### src/design/ppm_pkg.sv
// Contract
// - port 1 bits 5,6,7 feed ext irq 0, ext irq 1, timer zero count
// - port 1 bits 0-4 are analog inputs; drive only with converter off
// - converter on: selected channel reads zero, analog pins never drive; verify mode still drives them
// - unused alternate inputs leave port 1 bits as plain port bits
// - port 0 five bits; bits 0-2 open drain, bits 3-4 pulled up
// - port 0 bit 4 carries pwm output when enabled, else port bit
// - port 3 eight bits with pull-ups; written 1 lets pin be input
// - part select 0 gives low byte, 1 gives high three bits
// - verify drives memory data on port 1; program takes port 1 data
// - output enable on port 0 bit 1 high selects verify mode
// - reset pin high two machine cycles resets the device
// - entry bits sampled on reset pin with crystal input as strobe
// - internal clock is crystal divided by two
// - idle halts cpu, keeps timers and irqs, stops converter and pwm
// - idle ends on enabled interrupt or hardware reset
// - power-down stops oscillator; only hardware reset leaves it
// - idle and power-down keep latched port data except pwm pin
package ppm_pkg;
  localparam int p0_width = 5;
  localparam int p1_width = 8;
  localparam int p3_width = 8;
  localparam int analog_count = 5;
  localparam int open_drain_count = 3;
  localparam int pwm_bit = 4;
  localparam int irq0_bit = 5;
  localparam int irq1_bit = 6;
  localparam int count_bit = 7;
  localparam int sel_bit = 0;
  localparam int oe_bit = 1;
  localparam int addr_width = 11;
  localparam int high_addr_bits = 3;
  localparam int entry_len = 10;
  localparam logic [9:0] entry_code = 10'h2a5;
  localparam int machine_cycle_clocks = 12;
  localparam int reset_machine_cycles = 2;
  localparam int reset_clocks = machine_cycle_clocks * reset_machine_cycles;
  localparam logic [4:0] p0_reset = 5'h1f;
  localparam logic [7:0] p1_reset = 8'hff;
  localparam logic [7:0] p3_reset = 8'hff;
  typedef enum logic [3:0] {
    ppm_run = 4'b0001,
    ppm_idle = 4'b0010,
    ppm_down = 4'b0100,
    ppm_prog = 4'b1000
  } ppm_mode_type;
endpackage : ppm_pkg

### src/design/ppm_sync.sv
`timescale 1ns/100ps
module ppm_sync #(
  parameter int width = 1
) (
  input wire logic clk,
  input wire logic rst,
  input wire logic [width-1:0] din,
  output logic [width-1:0] dout
);
  logic [width-1:0] stage;
  always_ff @(posedge clk) begin
    if (rst) begin
      stage <= '0;
      dout <= '0;
    end else begin
      stage <= din;
      dout <= stage;
    end
  end
endmodule : ppm_sync

### src/design/ppm_entry.sv
`timescale 1ns/100ps
// shifts reset-pin bits on rising crystal edges, lsb first
module ppm_entry #(
  parameter logic [9:0] code = ppm_pkg::entry_code
) (
  input wire logic clk,
  input wire logic rst,
  input wire logic armed,
  input wire logic strobe,
  input wire logic bit_in,
  output logic match
);
  logic [9:0] shift;
  always_ff @(posedge clk) begin
    if (rst || !armed) begin
      shift <= '0;
    end else if (strobe) begin
      shift <= {bit_in, shift[9:1]};
    end
  end
  assign match = armed && (shift == code);
endmodule : ppm_entry

### src/design/ppm_top.sv
`timescale 1ns/100ps
module ppm_top #(
  parameter logic [9:0] entry_code = ppm_pkg::entry_code,
  parameter int reset_clocks = ppm_pkg::reset_clocks
) (
  input wire logic clk,
  input wire logic rst,
  input wire logic crystal_in,
  input wire logic reset_pin,
  input wire logic [4:0] p0_in,
  output logic [4:0] p0_out,
  output logic [4:0] p0_oe_n,
  input wire logic [7:0] p1_in,
  output logic [7:0] p1_out,
  output logic [7:0] p1_oe_n,
  input wire logic [7:0] p3_in,
  output logic [7:0] p3_out,
  output logic [7:0] p3_oe_n,
  input wire logic p0_wr,
  input wire logic [4:0] p0_wdata,
  input wire logic p1_wr,
  input wire logic [7:0] p1_wdata,
  input wire logic p3_wr,
  input wire logic [7:0] p3_wdata,
  output logic [4:0] p0_read,
  output logic [7:0] p1_read,
  output logic [7:0] p3_read,
  input wire logic adc_enable,
  input wire logic [2:0] adc_channel,
  input wire logic pwm_enable,
  input wire logic pwm_level,
  input wire logic irq0_enable,
  input wire logic irq1_enable,
  input wire logic count_enable,
  input wire logic idle_request,
  input wire logic down_request,
  input wire logic irq_pending,
  input wire logic [7:0] mem_rdata,
  output logic ext_irq0_in,
  output logic ext_irq1_in,
  output logic timer_zero_count_in,
  output logic [10:0] prog_addr,
  output logic [7:0] prog_wdata,
  output logic prog_write,
  output logic prog_mode,
  output logic cpu_run,
  output logic periph_run,
  output logic analog_run,
  output logic osc_run,
  output logic internal_clock,
  output logic device_reset
);
  ////////////////////////////////////////////////////////////////////
  logic [4:0] p0_s;
  logic [7:0] p1_s;
  logic [7:0] p3_s;
  logic xtal_s;
  logic rstpin_s;
  logic xtal_d;
  logic xtal_rise;
  logic entry_match;
  logic armed;
  logic [5:0] rst_cnt;
  logic [4:0] p0_latch;
  logic [7:0] p1_latch;
  logic [7:0] p3_latch;
  logic [7:0] low_addr;
  logic [2:0] high_addr;
  logic prog_d;
  ppm_pkg::ppm_mode_type mode;
  ppm_pkg::ppm_mode_type next_mode;
  logic [4:0] next_p0_oe_n;
  logic [7:0] next_p1_oe_n;
  logic [7:0] next_p1_out;
  logic [7:0] next_p1_read;
  logic [4:0] next_p0_out;
  logic reset_now;

  ppm_sync #(.width(23)) u_sync (
    .clk(clk),
    .rst(rst),
    .din({p0_in, p1_in, p3_in, crystal_in, reset_pin}),
    .dout({p0_s, p1_s, p3_s, xtal_s, rstpin_s})
  );

  ppm_entry #(.code(entry_code)) u_entry (
    .clk(clk),
    .rst(rst),
    .armed(armed),
    .strobe(xtal_rise),
    .bit_in(rstpin_s),
    .match(entry_match)
  );

  ////////////////////////////////////////////////////////////////////
  // crystal edge detect and divide by two
  always_ff @(posedge clk) begin
    if (rst) begin
      xtal_d <= 1'b0;
      internal_clock <= 1'b0;
    end else begin
      xtal_d <= xtal_s;
      if (xtal_rise && mode != ppm_pkg::ppm_down) begin
        internal_clock <= ~internal_clock;
      end
    end
  end
  assign xtal_rise = xtal_s && !xtal_d;

  // reset pin qualification, counted on crystal edges
  always_ff @(posedge clk) begin
    if (rst || !rstpin_s) begin
      rst_cnt <= '0;
    end else if (xtal_rise && rst_cnt != 6'(reset_clocks)) begin
      rst_cnt <= rst_cnt + 6'h01;
    end
  end
  assign reset_now = rst_cnt == 6'(reset_clocks);

  always_ff @(posedge clk) begin
    if (rst) begin
      device_reset <= 1'b1;
    end else begin
      device_reset <= reset_now;
    end
  end

  // entry window opens once reset pin falls after a device reset
  always_ff @(posedge clk) begin
    if (rst) begin
      armed <= 1'b0;
    end else if (reset_now) begin
      armed <= 1'b0;
    end else if (device_reset) begin
      armed <= 1'b1;
    end else if (mode == ppm_pkg::ppm_prog) begin
      armed <= 1'b0;
    end
  end

  ////////////////////////////////////////////////////////////////////
  // power modes; only reset leaves power-down
  always_comb begin
    next_mode = mode;
    unique case (mode)
      ppm_pkg::ppm_run: begin
        if (entry_match) next_mode = ppm_pkg::ppm_prog;
        else if (down_request) next_mode = ppm_pkg::ppm_down;
        else if (idle_request) next_mode = ppm_pkg::ppm_idle;
      end
      ppm_pkg::ppm_idle: begin
        if (irq_pending) next_mode = ppm_pkg::ppm_run;
      end
      ppm_pkg::ppm_down: next_mode = ppm_pkg::ppm_down;
      ppm_pkg::ppm_prog: next_mode = ppm_pkg::ppm_prog;
    endcase
  end

  always_ff @(posedge clk) begin
    if (rst || reset_now) begin
      mode <= ppm_pkg::ppm_run;
      cpu_run <= 1'b0;
      periph_run <= 1'b0;
      analog_run <= 1'b0;
      osc_run <= 1'b1;
      prog_mode <= 1'b0;
    end else begin
      mode <= next_mode;
      cpu_run <= next_mode == ppm_pkg::ppm_run;
      periph_run <= next_mode inside {ppm_pkg::ppm_run, ppm_pkg::ppm_idle};
      analog_run <= next_mode == ppm_pkg::ppm_run;
      osc_run <= next_mode != ppm_pkg::ppm_down;
      prog_mode <= next_mode == ppm_pkg::ppm_prog;
    end
  end

  ////////////////////////////////////////////////////////////////////
  // port latches hold through idle and power-down; cpu writes gated
  always_ff @(posedge clk) begin
    if (rst || reset_now) begin
      p0_latch <= ppm_pkg::p0_reset;
      p1_latch <= ppm_pkg::p1_reset;
      p3_latch <= ppm_pkg::p3_reset;
    end else if (mode == ppm_pkg::ppm_run) begin
      if (p0_wr) p0_latch <= p0_wdata;
      if (p1_wr) p1_latch <= p1_wdata;
      if (p3_wr) p3_latch <= p3_wdata;
    end
  end

  // analog pins: converter on blocks drive except in verify, selected channel unreadable
  always_comb begin
    next_p1_oe_n = 8'hff;
    next_p1_out = 8'h00;
    next_p1_read = p1_s;
    for (int i = 0; i < ppm_pkg::p1_width; i++) begin
      // pull-up drives high through the output model when latch is 1
      next_p1_out[i] = p1_latch[i];
      next_p1_oe_n[i] = 1'b0;
      // enable, not run state, floats the pins, so idle leaves them untouched
      if (i < ppm_pkg::analog_count && adc_enable) begin
        next_p1_oe_n[i] = 1'b1;
        if (adc_channel == 3'(i)) next_p1_read[i] = 1'b0;
      end
    end
    if (mode == ppm_pkg::ppm_prog) begin
      next_p1_out = mem_rdata;
      next_p1_oe_n = p0_s[ppm_pkg::oe_bit] ? 8'h00 : 8'hff;
    end
  end

  always_comb begin
    next_p0_out = p0_latch;
    next_p0_oe_n = 5'h00;
    for (int i = 0; i < ppm_pkg::open_drain_count; i++) begin
      next_p0_oe_n[i] = p0_latch[i];
      next_p0_out[i] = 1'b0;
    end
    if (pwm_enable) begin
      // pwm stops with the analog side, pin then rests high
      next_p0_out[ppm_pkg::pwm_bit] = analog_run ? pwm_level : 1'b1;
    end
    if (mode == ppm_pkg::ppm_prog) next_p0_oe_n = 5'h1f;
  end

  always_ff @(posedge clk) begin
    if (rst) begin
      p0_out <= 5'h00;
      p0_oe_n <= 5'h1f;
      p0_read <= 5'h00;
    end else begin
      p0_out <= next_p0_out;
      p0_oe_n <= next_p0_oe_n;
      p0_read <= p0_s;
    end
  end

  always_ff @(posedge clk) begin
    if (rst) begin
      p1_out <= 8'h00;
      p1_oe_n <= 8'hff;
      p1_read <= 8'h00;
    end else begin
      p1_out <= next_p1_out;
      p1_oe_n <= next_p1_oe_n;
      p1_read <= next_p1_read;
    end
  end

  // port 3 floats in programming so the address can come in
  always_ff @(posedge clk) begin
    if (rst) begin
      p3_out <= 8'h00;
      p3_oe_n <= 8'hff;
      p3_read <= 8'h00;
    end else begin
      p3_out <= p3_latch;
      p3_oe_n <= (mode == ppm_pkg::ppm_prog) ? 8'hff : 8'h00;
      p3_read <= p3_s;
    end
  end

  ////////////////////////////////////////////////////////////////////
  // alternate inputs; idle keeps them alive
  always_ff @(posedge clk) begin
    if (rst) begin
      ext_irq0_in <= 1'b1;
      ext_irq1_in <= 1'b1;
      timer_zero_count_in <= 1'b0;
    end else begin
      ext_irq0_in <= irq0_enable ? p1_s[ppm_pkg::irq0_bit] : 1'b1;
      ext_irq1_in <= irq1_enable ? p1_s[ppm_pkg::irq1_bit] : 1'b1;
      timer_zero_count_in <= count_enable && p1_s[ppm_pkg::count_bit];
    end
  end

  ////////////////////////////////////////////////////////////////////
  // programming address and data capture
  always_ff @(posedge clk) begin
    if (rst) begin
      prog_d <= 1'b0;
    end else begin
      prog_d <= mode == ppm_pkg::ppm_prog;
    end
  end

  always_ff @(posedge clk) begin
    if (rst) begin
      low_addr <= 8'h00;
      high_addr <= 3'h0;
    end else begin
      if (mode == ppm_pkg::ppm_prog) begin
        if (!p0_s[ppm_pkg::sel_bit]) low_addr <= p3_s;
        else high_addr <= p3_s[ppm_pkg::high_addr_bits-1:0];
      end
    end
  end

  always_ff @(posedge clk) begin
    if (rst) begin
      prog_addr <= 11'h000;
      prog_wdata <= 8'h00;
      prog_write <= 1'b0;
    end else begin
      prog_addr <= {high_addr, low_addr};
      prog_wdata <= p1_s;
      prog_write <= prog_d && !p0_s[ppm_pkg::oe_bit];
    end
  end
endmodule : ppm_top

### config.mk
export PLATFORM = sky130hd
export DESIGN_NAME = ppm_top
export DESIGN_NICKNAME = d
export VERILOG_FILES = /design/src/design/ppm_pkg.sv /design/src/design/ppm_sync.sv /design/src/design/ppm_entry.sv /design/src/design/ppm_top.sv
export SDC_FILE = /design/constraint.sdc
export NUM_CORES = 1
export LEC_CHECK = 0
export ABC_AREA = 1
export BUFFER_PORTS_ARGS = -buffer_cell sky130_fd_sc_hd__buf_4
export CAP_MARGIN = 20
export CORE_UTILIZATION = 35
export DETAILED_ROUTE_END_ITERATION = 10
export GPL_ROUTABILITY_DRIVEN = 0
export GPL_TIMING_DRIVEN = 0
export PLACE_DENSITY_LB_ADDON = 0.3
export SLEW_MARGIN = 20
export SYNTH_ARGS = -nofsm -noshare
export SYNTH_HDL_FRONTEND = slang
export SYNTH_SLANG_ARGS = --single-unit
### constraint.sdc
create_clock -name clk -period 2.9 [get_ports clk]
set_input_delay 0 -clock clk [delete_from_list [all_inputs] [get_ports clk]]
set_output_delay 0 -clock clk [all_outputs]
set_load 0.02 [all_outputs]
* Word level (Yosys, flattened, before mapping)
Index checks and enable logic that the tools add are counted.
Operators by class: $add $sub $neg 1, multiply operators 0, div/mod/pow operators 0, magnitude comparators 0, eq/ne operators 16, shift operators 0, mux-type cells 25, bitwise logic cells 4, reduce and logical (&&, ||, !) cells 25
Operators with widths (count):
- two-way mux 8 bit | 4
- two-way mux 4 bit | 4
- case mux 4 bit (4 select lines) | 1
- two-way mux 1 bit | 15
- equality test 10 bit, second input constant | 1
- AND reduction 2 bit | 5
- equality test 4 x 1 -> 1 bit, second input constant | 2
- equality test 4 x 2 -> 1 bit, second input constant | 2
- equality test 4 bit, second input constant | 2
- inequality test 4 x 3 -> 1 bit, second input constant | 2
- OR reduction 2 bit | 4
- adder 6 x 1 -> 6 bit, second input constant | 1
- equality test 3 x 2 -> 1 bit, second input constant | 2
- equality test 6 x 5 -> 1 bit, second input constant | 1
- logical AND 1 bit | 6
- inequality test 6 x 5 -> 1 bit, second input constant | 1
- two-way mux 5 bit | 1
- equality test 4 x 3 -> 1 bit, second input constant | 1
- logical NOT 1 bit | 4
- inverter 1 bit | 4
- nonzero test 2 bit | 2
- equality test 3 x 1 -> 1 bit, second input constant | 1
- equality test 3 bit, second input constant | 1
- logical NOT 3 bit | 1
- logical OR 1 bit | 3
Word-level totals: bits in registers 193, latch bits 0, RAM bits 0, memory bits (read-only) 0, bits of input ports 69, output and inout bits 93, logic and storage cells 107, memories 0

* Depth between registers and ports, before layout
depth in word-level cells 6, gate-level depth with buffers 11, mapped depth without buffers 11

* Hierarchy
A second synthesis with hierarchy kept.
Unflattened totals: cell total of the unflattened synthesis 663, area, all modules 5779.3 um^2
By module, submodules not included:
- ppm_top | times used 1, cells each 463, area an instance 4057.6 um^2, seq. area each 2322.2 um^2
- ppm_sync | times used 1, cells each 143, area an instance 1322.5 um^2, seq. area each 920.9 um^2
- ppm_entry | times used 1, cells each 57, area an instance 399.1 um^2, seq. area each 200.2 um^2

* Worst setup path before layout
OpenSTA, ideal clock, no wires.
kind register to register, start register rst_cnt[0], end register p1_latch[0], setup time 123 ps, data arrival time 1179 ps, data required time 2777 ps, setup slack 1598 ps, stages on the path, launching flop included 8, buffers on the path 1, period minus slack after synthesis 1302 ps, path through dfxtp_1 > inv_1 > ha_1 > nand4_2 > nand2_2 > buf_4 > a21oi_1 > o21ai_0
Between the ends: longest elaborated chain between the ends 2
RTL lines:
- start: declaration | RTL line ppm_top.sv:63 | logic [5:0] rst_cnt;
- start signal: assignment | RTL line ppm_top.sv:115 | rst_cnt <= rst_cnt + 6'h01;
- equality test 6 x 5 -> 1 bit | RTL line ppm_top.sv:118 | assign reset_now = rst_cnt == 6'(reset_clocks);
- logical OR 1 bit | RTL line ppm_top.sv:180 | if (rst || reset_now) begin
- end signal: assignment | RTL line ppm_top.sv:182 | p1_latch <= ppm_pkg::p1_reset;
- end signal: assignment | RTL line ppm_top.sv:186 | if (p1_wr) p1_latch <= p1_wdata;
- end: declaration | RTL line ppm_top.sv:65 | logic [7:0] p1_latch;
No other way between the ends. A chain may end at the register's enable or synchronous reset.

* Final worst setup path
start register rst_cnt[0], end register p0_latch[4]
Between the ends: longest elaborated chain between the ends 2
RTL lines:
- equality test 6 x 5 -> 1 bit | RTL line ppm_top.sv:118
- logical OR 1 bit | RTL line ppm_top.sv:180
- end signal: assignment | RTL line ppm_top.sv:181 | p0_latch <= ppm_pkg::p0_reset;
- end signal: assignment | RTL line ppm_top.sv:185 | if (p0_wr) p0_latch <= p0_wdata;
- end: declaration | RTL line ppm_top.sv:64 | logic [4:0] p0_latch;
No other way between the ends.

==> impl_metrics.py <==
metrics = {
    "die": {
        "die_w_um": 129.9,
        "rows": 46,
        "ios": 162,
        "die_y_um": 129.9,
        "die_area_um2": 16880,
        "core-area_um2": 15940,
        "start_util_pct": 35.92,
    },
    "timing": {
        "whs_ps": 39.82,
        "timing.fmax_mhz": 535.5,
        "rsz0062_at_grt": "false",
        "max_slew_margin_pct": 59.64,
        "finClkSkew_ps": 8.770,
        "tightest_slew_ps": 605.3,
        "post-route-period-util_pct": 64.40,
        "drv_slew": 0,
        "setup_violations": 0,
        "post-route-min-period_ps": 1868,
        "finalSetupTns_ps": 0,
        "final_hold_viol_count": 0,
    },
    "power_and_ir_drop": {
        "power.total_mw": 5.642,
        "internal_power_mw": 4.447,
        "p_leak_nw": 4.064,
        "p_comb_share_pct": 9.5,
        "switching_share_pct": 21.19,
        "p_seq_share_pct": 44.3,
        "p_switching_mw": 1.196,
        "power.share.clock_pct": 46.2,
        "ir_drop_v": 0.0004364,
        "power.density_nw_per_um2": 660.0,
    },
    "place": {
        "dpl.hpwl_mm": 8.922,
        "post_dp_cell_area_um2": 7183,
        "portBuffers": 157,
        "dp.cells": 1035,
    },
    "finish": {
        "final_cell_count_no_fill": 1134,
        "drive_gt1_share_pct": 28.10,
        "area_delta_synth_final_pct": 49.29,
        "multi_input_area_um2": 1515,
        "seq_area_um2": 3443,
        "fill_cells": 1460,
        "final_area_um2": 8549,
        "n_antenna_cell": 0,
        "nets": 977,
    },
    "synthesis": {
        "ys_ff_latch": 172,
        "synth_commonest_cells": "172 x dfxtp_1, 123 x inv_1, 115 x nor2_1",
        "synth.lib_cells_used.distinct": 34,
        "syn_inst": 660,
        "yosys_warnings": 0,
        "async_reset_ff_share_pct": 0,
        "netlist_area_um2": 5727,
        "synth.most_common_cell": "dfxtp_1",
        "synth_edf_count": 0,
        "synth-seq-area-share_pct": 60.13,
        "synth_top_area_share_pct": 60.13,
        "synth_top_area_cell": "dfxtp_1",
        "avgSynthCellArea_um2": 8.677,
        "yosys-top-cells-area": "dfxtp_1 60%, inv_1 8.1%, nor2_1 7.5%, nand2_1 3.3%, a21oi_1 3.3%",
        "synth_top_flop_cell": "dfxtp_1",
    },
    "clock_tree": {
        "cts_sinks": 172,
        "cts-buffers-inserted": 17,
        "ctsResizeCount": 0,
        "cts_tree": "yes",
        "clockBufferDepth": 2,
        "ctsHtreeMaxLevel": 4,
        "path_clk_slew_ps": 60,
        "root_buffer": "clkbuf_16",
        "insertion_delay_ps": 420,
    },
    "global_route": {
        "overflow": 0,
        "grt_max_degree": 17,
        "grt_use_met1_pct": 20.05,
        "antenna_found_initial": 0,
        "grt_use_met2_pct": 26.33,
        "grtUsageTotal_pct": 16.23,
        "grt_busiest_layer": "met2",
        "grt_pass1_vias": 4370,
        "grt_pass1_wl_mm": 20.68,
        "globalRouteMet3Util_pct": 5.084,
    },
    "worst_setup_path": {
        "crit_type": "reg -> reg",
        "endpoint": "p0_latch[4]",
        "critPathArrivalTime_ps": 2170,
        "worst_setup_path_end_kind": "flip-flop",
        "cp-startpoint": "rst_cnt[0]",
        "cp-start-kind": "flip-flop",
        "critPathRequiredTime_ps": 3210,
        "r2r_cells": 7,
        "r2r-start": "rst_cnt[0]",
        "r2r_setup_slack_ps": 1030,
        "cp_max_fo": 7,
        "r2r_end": "p0_latch[4]",
    },
    "worst_hold_path": {
        "hold_start": "p1_wr",
        "hp-class": "in -> reg",
        "min_path_cells": 5,
    },
    "routing": {
        "first_pass_iters": 4,
        "wl_per_cell_um": 11.41,
        "viasPerCell": 4.075,
        "via_count": 4621,
        "ant_nets": 0,
        "wirelength_mm": 12.93,
        "first_iter_violations": 185,
        "drc": 0,
    },
    "outcome": {
        "status": "finished, final reports clean",
    },
    "flow_run": {
        "cap_violations": 0,
    },
}
-- area by class of cell --
type / count / area share [%]
sequential: 172 / 40.28
timing repair buffer: 225 / 21.75
multi-input combinational: 317 / 17.72
inverter: 133 / 5.854
clock buffer: 19 / 5.181
buffer: 40 / 3.220
tap: 216 / 3.161
clock inverter: 12 / 2.839
-- layer usage --
metal | share of wire [%] | wire, µm | vias to the layer above
met1 | 46 | 5953 | 2010
met4 | 1.7 | 219 | 0
li1 | - | - | 2473
met2 | 47 | 6092 | 116
met3 | 5.2 | 668 | 22
met5 | 0 | 0 | -
-- cells by family (layout without fill, tap and decap cells) --
kind of cell    Yosys count  after routing  share of synthesized area (%)
simple gates            213            213                          16.36
buf+inv                 173            429                          13.55
flops                   172            172                          60.13
compound gates           97             97                          9.155
fa+ha+maj                 2              2                         0.4369
xor+xnor                  2              2                         0.3059
other cells               1              3                        0.06548
-- timing repair --
action,CTS,global route
setup buffers,0,0
hold buffers,68,0
endpoints found under the hold margin,71,0
-- per-stage QoR --
stage                     utilization, %  worst slack (ps)
after floorplan                        -              1598
after global placement             45.06              1381
after detailed placement           45.06              1361
after CTS                          53.63              1046
after global routing               53.63             896.0
final                              53.63              1032
-- cells in the final DEF (no fill, tap or decap), drive strengths merged, types with 3 or more instances in the layout --
master | netlist | final
a211oi | 8 | 8
nor3 | 4 | 4
nand3 | 19 | 19
conb | 1 | 3
clkbuf | 2 | 21
a21oi | 38 | 38
bufinv | 0 | 7
clkinv | 1 | 6
dlygate4sd3 | 0 | 68
inv | 132 | 132
a311oi | 3 | 3
nor2 | 125 | 125
o21ai | 44 | 44
dfxtp | 172 | 172
buf | 38 | 195
nand2 | 60 | 60
-- how the worst min path moves through the flow --
stage | endpoint | slack, ps
after detailed placement | p1_out[4] | 210
after global routing | p1_latch[4] | 70
after global placement | ext_irq1_in | 200
after CTS | p1_latch[2] | 20
final | p1_latch[2] | 40
after floorplan | ext_irq0_in | 90
-- critical path: stages, from the launching register on --
cell and delay [ps]:
dfxtp_1 400, inv_1 80, ha_1 200, nand4_2 110
nand2_2 170, inv_2 150, nand3_1 80, dlygate4sd3_1 570
-- flip-flops by register name, indices dropped and copies added (netlist names), 4 cells and up --
signal	flops
p1_out	8
p1_read	8
p3_latch	8
p0_read	5
p3_read	8
low_addr	8
p1_latch	8
rst_cnt	6
u_entry.shift	10
prog_addr	11
mode	4
u_sync.stage	23
p0_oe_n	4
u_sync.dout	23
p3_out	8
p0_latch	5
prog_wdata	5
-- power by group through the flow --
stage	Clock, mW	Sequential (mW)	Combinational, mW
after floorplan	0	2.60	0.206
after global placement	0	2.55	0.459
after detailed placement	0	2.55	0.462
after CTS	2.66	2.50	0.539
after global routing	2.78	2.51	0.592
final	2.61	2.50	0.536
Note: power is estimated with default switching activity, not from simulation.
